## src/obpr_consts.vh

```
`ifndef OBPR_CONSTS_VH
`define OBPR_CONSTS_VH

// ----------------------------------------------------------------
// Option byte widths and codes
// ----------------------------------------------------------------
`define OBPR_BYTE_W            8
`define OBPR_READOUT_LOCK_CODE 8'haa
`define OBPR_BOOT_NONE         8'h00
`define OBPR_BOOT_TWO_PAGES    8'h01
`define OBPR_BOOT_FOUR_PAGES   8'h02
`define OBPR_BOOT_LARGE_MIN    8'h03
`define OBPR_LAST_PAGE         8'hff

// ----------------------------------------------------------------
// Remap option byte field positions
// ----------------------------------------------------------------
`define OBPR_SEL0_BIT          0
`define OBPR_SEL1_BIT          1
`define OBPR_SEL2_BIT          2
`define OBPR_SEL3_BIT          3
`define OBPR_SEL4_BIT          4
`define OBPR_SEL5_BIT          5
`define OBPR_SEL6_BIT          6
`define OBPR_SEL7_BIT          7

// ----------------------------------------------------------------
// Clock option byte field position, reset value and pin D0 function codes
// ----------------------------------------------------------------
`define OBPR_SLOW_ALLOW_BIT    3
`define OBPR_BYTE_RST          8'h00
`define OBPR_PD0_TIM3          2'h0
`define OBPR_PD0_BREAK         2'h1
`define OBPR_PD0_CLKOUT        2'h2

`endif

```

## src/obpr_option_decode.v

```verilog
// Summary of operation
// RULE1: Lock code blocks debug reads, keeps writes
// RULE2: Size code zero: no protected boot area
// RULE3: Size code one protects pages 0-1
// RULE4: Size code two protects pages 0-3
// RULE5: Larger codes protect larger area, to 255
// RULE6: Select 7 picks timer2 ch1 or beeper
// RULE7: Select 6 picks analog or I2C pins
// RULE8: Select 5 picks analog or timer1 signals
// RULE9: Select 4 set is reserved, never written
// RULE10: Select 3 picks timer3 ch2 or break
// RULE11: Select 2 picks timer3 ch2 or clkout
// RULE12: Select 2 wins over select 3
// RULE13: Select 1 swaps the two timer channels
// RULE14: Select 0 picks timer2 ch2 or trigger
// RULE15: Slow oscillator as sysclk only if allowed
// RULE16: Latch options at reset release, hold
`timescale 1ns/1ns
`include "obpr_consts.vh"

module obpr_option_decode (
    // Clock and reset
    input  wire       mclk,
    input  wire       rst,

    // Option bytes from non-volatile store
    input  wire [7:0] readout_protect_option,
    input  wire [7:0] boot_area_option,
    input  wire [7:0] pin_remap_option,
    input  wire [7:0] clock_option_byte,
    input  wire [7:0] clock_option_byte_inverted,

    // Debug link requests
    input  wire       dbg_rd_req,
    input  wire       dbg_wr_req,

    // Flash write request
    input  wire       flash_wr_req,
    input  wire [7:0] flash_wr_page,

    // System clock switch request
    input  wire       slow_osc_sel_req,

    // Peripheral outputs toward pins
    input  wire       timer2_channel1,
    input  wire       timer2_channel2,
    input  wire       timer2_channel3,
    input  wire       timer3_channel1,
    input  wire       timer3_channel2,
    input  wire       beep_out,
    input  wire       timer1_channel3_complement,
    input  wire       timer1_channel2_complement,
    input  wire       timer1_channel1_complement,
    input  wire       configurable_clock_output,
    input  wire       i2c_sda_drive_low,
    input  wire       i2c_scl_drive_low,

    // Pin input levels
    input  wire       pb5_in,
    input  wire       pb4_in,
    input  wire       pb3_in,
    input  wire       pd0_in,
    input  wire       pd3_in,
    input  wire       pd7_in,

    // Pin drive
    output reg        pa3_out_ff,
    output reg        pa3_oe_ff,
    output reg        pd2_out_ff,
    output reg        pd2_oe_ff,
    output reg        pd4_out_ff,
    output reg        pd4_oe_ff,
    output reg        pd0_out_ff,
    output reg        pd0_oe_ff,
    output reg        pd3_out_ff,
    output reg        pd3_oe_ff,
    output reg        pb5_out_ff,
    output reg        pb5_oe_ff,
    output reg        pb4_out_ff,
    output reg        pb4_oe_ff,
    output reg  [2:0] pb2_0_out_ff,
    output reg  [2:0] pb2_0_oe_ff,

    // Analog switch enables for port B pins 5..0
    output reg  [5:0] analog_input_en_ff,

    // Pin inputs toward peripherals
    output reg        top_level_interrupt_input_ff,
    output reg        timer1_break_input_ff,
    output reg        timer1_external_trigger_ff,
    output reg        converter_external_trigger_ff,
    output reg        i2c_sda_in_ff,
    output reg        i2c_scl_in_ff,

    // Protection and clock decisions
    output reg        readout_locked_ff,
    output reg        dbg_rd_grant_ff,
    output reg        dbg_wr_grant_ff,
    output reg        boot_area_present_ff,
    output reg  [7:0] boot_area_last_page_ff,
    output reg        flash_wr_allow_ff,
    output reg        slow_osc_sysclk_allow_ff,
    output reg        slow_osc_sel_grant_ff,

    // Status
    output reg        cfg_valid_ff,
    output reg        clock_option_err_ff,
    output reg        remap_reserved_ff,
    output reg  [1:0] pd0_func_ff
);

// ----------------------------------------------------------------
// Helpers
// ----------------------------------------------------------------
function [8:0] last_page;
    input [7:0] code;
    reg   [8:0] top;
    begin
        top = {code, 1'b0} - 9'h001;
        if (code == `OBPR_BOOT_NONE) begin
            last_page = 9'h000;
        end else if (top > {1'b0, `OBPR_LAST_PAGE}) begin
            last_page = {1'b0, `OBPR_LAST_PAGE};
        end else begin
            last_page = top;
        end
    end
endfunction

function pick;
    input sel;
    input when_set;
    input when_clear;
    begin
        pick = sel ? when_set : when_clear;
    end
endfunction

// ----------------------------------------------------------------
// Latched option state
// ----------------------------------------------------------------
reg  [7:0] readout_lock_code_ff;
reg  [7:0] boot_area_size_code_ff;
reg  [7:0] remap_ff;
reg        slow_allow_raw_ff;
reg        clk_byte_match_ff;
reg        captured_ff;

wire remap_sel_7 = remap_ff[`OBPR_SEL7_BIT];
wire remap_sel_6 = remap_ff[`OBPR_SEL6_BIT];
wire remap_sel_5 = remap_ff[`OBPR_SEL5_BIT];
wire remap_sel_4 = remap_ff[`OBPR_SEL4_BIT];
wire remap_sel_3 = remap_ff[`OBPR_SEL3_BIT];
wire remap_sel_2 = remap_ff[`OBPR_SEL2_BIT];
wire remap_sel_1 = remap_ff[`OBPR_SEL1_BIT];
wire remap_sel_0 = remap_ff[`OBPR_SEL0_BIT];

// RULE16: capture once after release
// Store sits still after reset; a later edit only lands on next reset
always @(posedge mclk or posedge rst) begin
    if (rst) begin
        readout_lock_code_ff   <= `OBPR_BYTE_RST;
        boot_area_size_code_ff <= `OBPR_BYTE_RST;
        remap_ff               <= `OBPR_BYTE_RST;
        slow_allow_raw_ff      <= 1'b0;
        clk_byte_match_ff      <= 1'b0;
        captured_ff            <= 1'b0;
    end else if (!captured_ff) begin
        readout_lock_code_ff   <= readout_protect_option;
        boot_area_size_code_ff <= boot_area_option;
        remap_ff               <= pin_remap_option;
        slow_allow_raw_ff      <= clock_option_byte[`OBPR_SLOW_ALLOW_BIT];
        clk_byte_match_ff      <= (clock_option_byte == ~clock_option_byte_inverted);
        captured_ff            <= 1'b1;
    end
end

// ----------------------------------------------------------------
// Decode of latched values
// ----------------------------------------------------------------
wire [8:0] nxt_last_page     = last_page(boot_area_size_code_ff);
// RULE2: code zero means no area
wire       nxt_area_present  = (boot_area_size_code_ff != `OBPR_BOOT_NONE);
// RULE3: RULE4: RULE5: pages 0..last protected
wire       page_in_area      = nxt_area_present &&
                               ({1'b0, flash_wr_page} <= nxt_last_page);
// RULE1: lock code compare
wire       nxt_locked        = (readout_lock_code_ff == `OBPR_READOUT_LOCK_CODE);
// Corrupted pair reads as not allowed, the safe side
wire       nxt_slow_allow    = slow_allow_raw_ff && clk_byte_match_ff;

// RULE12: select 2 checked first
// RULE10: RULE11: pin D0 owner
reg  [1:0] nxt_pd0_func;
always @* begin
    if (remap_sel_2) begin
        nxt_pd0_func = `OBPR_PD0_CLKOUT;
    end else if (remap_sel_3) begin
        nxt_pd0_func = `OBPR_PD0_BREAK;
    end else begin
        nxt_pd0_func = `OBPR_PD0_TIM3;
    end
end

// ----------------------------------------------------------------
// Protection and clock outputs
// ----------------------------------------------------------------
always @(posedge mclk or posedge rst) begin
    if (rst) begin
        cfg_valid_ff             <= 1'b0;
        readout_locked_ff        <= 1'b0;
        dbg_rd_grant_ff          <= 1'b0;
        dbg_wr_grant_ff          <= 1'b0;
        boot_area_present_ff     <= 1'b0;
        boot_area_last_page_ff   <= 8'h00;
        flash_wr_allow_ff        <= 1'b0;
        slow_osc_sysclk_allow_ff <= 1'b0;
        slow_osc_sel_grant_ff    <= 1'b0;
        clock_option_err_ff      <= 1'b0;
        remap_reserved_ff        <= 1'b0;
        pd0_func_ff              <= `OBPR_PD0_TIM3;
    end else begin
        cfg_valid_ff             <= captured_ff;
        readout_locked_ff        <= captured_ff && nxt_locked;

        // RULE1: reads stopped, writes pass
        dbg_rd_grant_ff          <= captured_ff && dbg_rd_req && !nxt_locked;
        dbg_wr_grant_ff          <= captured_ff && dbg_wr_req;
        boot_area_present_ff     <= captured_ff && nxt_area_present;
        boot_area_last_page_ff   <= nxt_last_page[7:0];

        // RULE2: RULE5: protected pages refuse writes
        flash_wr_allow_ff        <= captured_ff && flash_wr_req && !page_in_area;

        // RULE15: switch only when option allows
        slow_osc_sysclk_allow_ff <= captured_ff && nxt_slow_allow;
        slow_osc_sel_grant_ff    <= captured_ff && slow_osc_sel_req && nxt_slow_allow;
        clock_option_err_ff      <= captured_ff && !clk_byte_match_ff;

        // RULE9: reserved value only flagged
        remap_reserved_ff        <= captured_ff && remap_sel_4;
        pd0_func_ff              <= nxt_pd0_func;
    end
end

// ----------------------------------------------------------------
// Pin routing
// ----------------------------------------------------------------
// Pins stay released until options are captured, so no glitch
// of a wrong function reaches the board during start-up
always @(posedge mclk or posedge rst) begin
    if (rst) begin
        pa3_out_ff         <= 1'b0;
        pa3_oe_ff          <= 1'b0;
        pd2_out_ff         <= 1'b0;
        pd2_oe_ff          <= 1'b0;
        pd4_out_ff         <= 1'b0;
        pd4_oe_ff          <= 1'b0;
        pd0_out_ff         <= 1'b0;
        pd0_oe_ff          <= 1'b0;
        pd3_out_ff         <= 1'b0;
        pd3_oe_ff          <= 1'b0;
        pb5_out_ff         <= 1'b0;
        pb5_oe_ff          <= 1'b0;
        pb4_out_ff         <= 1'b0;
        pb4_oe_ff          <= 1'b0;
        pb2_0_out_ff       <= 3'h0;
        pb2_0_oe_ff        <= 3'h0;
        analog_input_en_ff <= 6'h00;
    end else begin
        // RULE13: channel swap between A3 and D2
        pa3_out_ff <= pick(remap_sel_1, timer3_channel1, timer2_channel3);
        pd2_out_ff <= pick(remap_sel_1, timer2_channel3, timer3_channel1);
        pa3_oe_ff  <= captured_ff;
        pd2_oe_ff  <= captured_ff;

        // RULE6: D4 owner
        pd4_out_ff <= pick(remap_sel_7, beep_out, timer2_channel1);
        pd4_oe_ff  <= captured_ff;

        // RULE10: RULE11: break is an input, so D0 released
        pd0_out_ff <= pick(remap_sel_2, configurable_clock_output, timer3_channel2);
        pd0_oe_ff  <= captured_ff && (nxt_pd0_func != `OBPR_PD0_BREAK);

        // RULE14: trigger is an input, so D3 released
        pd3_out_ff <= timer2_channel2;
        pd3_oe_ff  <= captured_ff && !remap_sel_0;

        // RULE7: open-drain I2C, low only while pulled
        pb5_out_ff <= 1'b0;
        pb4_out_ff <= 1'b0;
        pb5_oe_ff  <= captured_ff && remap_sel_6 && i2c_sda_drive_low;
        pb4_oe_ff  <= captured_ff && remap_sel_6 && i2c_scl_drive_low;

        // RULE8: timer1 complements on B2..B0
        pb2_0_out_ff <= {timer1_channel3_complement,
                         timer1_channel2_complement,
                         timer1_channel1_complement};
        pb2_0_oe_ff  <= {3{captured_ff && remap_sel_5}};

        // RULE7: RULE8: analog switches when clear
        analog_input_en_ff <= {{2{captured_ff && !remap_sel_6}},
                               {4{captured_ff && !remap_sel_5}}};
    end
end

// ----------------------------------------------------------------
// Inputs toward peripherals
// ----------------------------------------------------------------
// Unrouted inputs idle at their inactive level; I2C idles high
reg        nxt_irq_in;
reg        nxt_break_in;
reg        nxt_tim1_trig_in;
reg        nxt_conv_trig_in;
reg        nxt_sda_in;
reg        nxt_scl_in;

always @* begin
    // RULE9: D7 feeds the interrupt input once options are captured
    nxt_irq_in       = captured_ff && pd7_in;

    // RULE12: break only when select 2 clear
    nxt_break_in     = (nxt_pd0_func == `OBPR_PD0_BREAK) && pd0_in;

    // RULE8: trigger from B3
    nxt_tim1_trig_in = captured_ff && remap_sel_5 && pb3_in;

    // RULE14: trigger from D3
    nxt_conv_trig_in = captured_ff && remap_sel_0 && pd3_in;

    // RULE7: I2C lines from B5 and B4
    nxt_sda_in       = pick(captured_ff && remap_sel_6, pb5_in, 1'b1);
    nxt_scl_in       = pick(captured_ff && remap_sel_6, pb4_in, 1'b1);
end

always @(posedge mclk or posedge rst) begin
    if (rst) begin
        top_level_interrupt_input_ff  <= 1'b0;
        timer1_break_input_ff         <= 1'b0;
        timer1_external_trigger_ff    <= 1'b0;
        converter_external_trigger_ff <= 1'b0;
        i2c_sda_in_ff                 <= 1'b1;
        i2c_scl_in_ff                 <= 1'b1;
    end else begin
        top_level_interrupt_input_ff  <= nxt_irq_in;
        timer1_break_input_ff         <= nxt_break_in;
        timer1_external_trigger_ff    <= nxt_tim1_trig_in;
        converter_external_trigger_ff <= nxt_conv_trig_in;
        i2c_sda_in_ff                 <= nxt_sda_in;
        i2c_scl_in_ff                 <= nxt_scl_in;
    end
end

endmodule

```

## config.mk

```make
export PLATFORM = sky130hd
export DESIGN_NAME = obpr_option_decode
export DESIGN_NICKNAME = d
export VERILOG_FILES = /design/src/obpr_option_decode.v
export VERILOG_INCLUDE_DIRS = /design/src
export SDC_FILE = /design/constraint.sdc
export NUM_CORES = 1
export LEC_CHECK = 0
export BUFFER_PORTS_ARGS = -buffer_cell sky130_fd_sc_hd__buf_2
export CAP_MARGIN = 5
export CORE_MARGIN = 2
export CORE_UTILIZATION = 36
export CTS_CLUSTER_SIZE = 25
export DETAILED_ROUTE_END_ITERATION = 16
export GPL_TIMING_DRIVEN = 1
export PLACE_DENSITY_LB_ADDON = 0.15
export SLEW_MARGIN = 25
export SYNTH_ARGS = -nofsm -noshare
export SYNTH_HDL_FRONTEND = slang
export SYNTH_SLANG_ARGS = --single-unit
```

## constraint.sdc

```tcl
create_clock -name mclk -period 6.2 [get_ports mclk]
set_clock_uncertainty 0.2 [all_clocks]
set_input_delay 0 -clock mclk [delete_from_list [all_inputs] [get_ports mclk]]
set_output_delay 0 -clock mclk [all_outputs]
set_load 0.05 [all_outputs]
```

==> run_results.csv <==
group,metric,value,unit
floorplanning,die_area,8720,µm²
synthesis,synth.distinct_cells,42,
synthesis,synth_simple_gate_area_frac,0.105,
floorplanning,pin_count,124,
final_layout,fillers,699,
synthesis,synthFlopType,"dfrtp_1",
synthesis,synth_fa_ha_area_frac,0.0435,
detailed_routing,drc,0,
sta,setup_tns,0,ns
power_and_ir_drop,power.internal,0.000769,W
synthesis,synth_xor_area_frac,0.0479,
sta,hold_ws,0.0998,ns
detailed_routing,via_count,2164,
synthesis,yosys.cell_count.top_type,"dfrtp_1",
floorplanning,die_w,93.4,µm
clock_network,cts_buffers,9,
synthesis,yosysTopAreaCellShare,0.574,
final_layout,fin_nets,472,
detailed_routing,dr.pass1.iters,4,
placed_design,gp_congestion,0.801,
detailed_routing,drt_wl_total,6.23,mm
clock_network,clkTransAtPathRegs,0.08,ns
floorplanning,design.core.area,7730,µm²
synthesis,synth_largest_area_cell,"dfrtp_1",
floorplanning,row_count,32,
power_and_ir_drop,p_leak,2.13,nW
synthesis,synth_top_family_by_area,"simple AND/OR/NAND/NOR gates",
placed_design,portBuffers,121,
synthesis,synthCells,217,
synthesis,synthMuxAreaShare,0.102,
sta,finalCritPeriodShare,0.579,
placed_design,place_hpwl,4.08,mm
setup_path,required,6.22,ns
global_route,overflow,0,
power_and_ir_drop,switching_share,0.317,
sta,finalSetupViolCount,0,
clock_network,h-tree-depth,3,
floorplanning,fp.dieH,93.4,µm
sta,min_period,3.59,ns
synthesis,synth_area_per_cell,13.3,µm²
setup_path,end_kind,"register",
synthesis,async_flop_share,1.00,
final_layout,drive_above_1_share,0.461,
synthesis,netlist_top_cells_area,"dfrtp_1 (57%), mux2_2 (10%), ha_1 (4.4%)",
setup_path,cp_max_fo,7,
setup_path,cp_slowest_cell,"dlygate4sd3_1",
setup_path,cp_slowest_stage_delay,0.55,ns
global_route,grt_pass1_wl,10.2,mm
synthesis,ys_ff_latch,68,
power_and_ir_drop,combPwrFrac,0.224,
synthesis,ys_seq_area_frac,0.593,
synthesis,yosys_warnings,0,
synthesis,netlist_area,2880,µm²
global_route,grt_usage,0.152,
final_layout,syn2layout_area_growth,48.3,%
synthesis,synth_commonest_cells,"dfrtp_1 (66), mux2_2 (26), buf_4 (11)",
sta,rsz0062_at_grt,"no",
final_layout,instances_no_fill,497,
placed_design,postPlaceCellArea,3530,µm²
power_and_ir_drop,powerDensity,264,nW/µm²
run,max_cap_viol_count,0,
sta,tightest_slew,0.854,ns
setup_path,cp-start-kind,"register",
global_route,grt_max_degree,69,
sta,hold_viol,0,
sta,fmax,0.278,GHz
power_and_ir_drop,clkPwrFrac,0.332,
global_route,grt_pass1_vias,2240,
hold_path,hp-class,"in -> reg",
detailed_routing,antenna_left,0,
global_route,grt_antenna_before_repair,0,
setup_path,critPathKind,"reg -> reg",
detailed_routing,post_drt_via_cell_ratio,4.35,
detailed_routing,drt_iter0_markers,61,
clock_network,insertion_delay,0.33,ns
synthesis,synth_edf_count,0,
clock_network,cts_tree,"done",
setup_path,worstPathArrival,3.61,ns
clock_network,clock_path_buffers,2,
synthesis,synth_compound_area_frac,0.0548,
clock_network,cts.sinks,68,
final_layout,diodes,0,
power_and_ir_drop,p_seq_frac,0.444,
power_and_ir_drop,p_sw,0.000357,W
detailed_routing,wl_per_cell,12.5,µm
sta,finalMaxSlewViolations,0,
floorplanning,initial_core_util,0.372,
final_layout,fin_area,4260,µm²
setup_path,worstPathCellList,"inv_1 > ha_1 > xor2_1 > o211ai_1 > nor3_1 > nand3_1 > a31o_1 > ha_1 > and4_1 > a21oi_1 > o211ai_1 > a31oi_1 > nor2_1 > dlygate4sd3_1",
clock_network,cts_root_buf,"clkbuf_8",
outcome,outcome,"completed",
sta,maxSlewHeadroom,0.431,
placed_design,placedCellCount,428,
power_and_ir_drop,vdd_ir_drop_max,121,µV
clock_network,postCtsSetupRepairBufs,0,
[layout make-up]
cell class	count	area, µm²	area share
timing repair buffer	176	1150	0.270
sequential	68	1700	0.400
tap	102	128	0.0299
inverter	13	48.8	0.0114
clock inverter	7	80.1	0.0188
clock buffer	9	124	0.0291
multi-input combinational	122	1030	0.241
[registers in the layout, indices dropped and copies added, names as in the netlist, 2 cells and up]
name and count:
boot_area_last_page_ff 8, readout_lock_code_ff 8, remap_ff 8, pb2_0_out_ff 3
pd0_func_ff 2, boot_area_size_code_ff 8, analog_input_en_ff 2
[worst paths after layout]
kind / from / endpoint / slack (ns) / cells past startpoint
max reg2reg: boot_area_size_code_ff[0] / flash_wr_allow_ff / 2.61 / 14
min: timer1_channel1_complement / pb2_0_out_ff[0] / 0.1 / 2
min reg2reg: remap_ff[5] / analog_input_en_ff[3] / 0.23 / 1
max in group asynchronous: rst / boot_area_size_code_ff[3] / 4.98 / 4
max: boot_area_size_code_ff[0] / flash_wr_allow_ff / 2.61 / 14
min in group asynchronous: rst / pb2_0_out_ff[2] / 0.25 / 4
[per-layer routing]
layer / GRT usage / share of wire / vias up
met4: 0.0674 / 0.013 / 0
met2: 0.254 / 0.49 / 84
li1: - / - / 1070
met1: 0.185 / 0.43 / 1003
met5: 0 / 0 / -
met3: 0.0371 / 0.066 / 7
[power groups by stage]
stage	Clock, W	Combinational, W	Sequential [W]
final	0.000374	0.000252	0.000501
after CTS	0.000388	0.000254	0.000501
after detailed placement	0	0.000226	0.000510
after global routing	0.000410	0.000272	0.000506
after global placement	0	0.000224	0.000509
after floorplan	0	0.000101	0.000575
[per-stage QoR]
| step | power (W) | worst slack, ns | utilization |
|---|---|---|---|
| after global placement | 0.000733 | 3.27 | 0.457 |
| after global routing | 0.00119 | 2.35 | 0.552 |
| after detailed placement | 0.000736 | 3.21 | 0.457 |
| after floorplan | 0.000676 | 3.43 | - |
| final | 0.00113 | 2.61 | 0.552 |
| after CTS | 0.00114 | 2.64 | 0.552 |
[layout by cell type (no fill, tap or decap), types with 7 or more instances in the layout]
cell type / Yosys / final
and3_1: 7 / 7
clkbuf_8: 0 / 9
and2_1: 7 / 7
mux2_2: 26 / 26
xor2_1: 9 / 9
buf_2: 1 / 121
ha_1: 10 / 10
nor2_1: 8 / 8
dfrtp_1: 66 / 66
dlygate4sd3_1: 0 / 53
inv_1: 8 / 7
[what timing repair did]
item,CTS,global route
resized for setup,0,0
hold buffers,53,0
hold endpoints to repair,112,0
[logic make-up (layout without fill, tap and decap cells)]
| group | Yosys count | in the layout |
|---|---|---|
| buffers and inverters | 28 | 205 |
| flip-flops | 68 | 68 |
| other | 2 | 3 |
| adder cells (fa/ha/maj) | 10 | 10 |
| AND/OR/NAND/NOR | 46 | 46 |
| multiplexers | 26 | 26 |
| AO/OA/AOI/OAI | 23 | 23 |
| XOR/XNOR | 14 | 14 |
[critical path: cells and delay by family, from the launching register on]
kind            cells  cell delay [ns]
flops               1             0.51
compound gates      5             0.76
fa+ha+maj           2             0.53
xor+xnor            1             0.25
simple gates        4             0.57
buf+inv             2             0.66
Power figures use the tool's default switching activity.
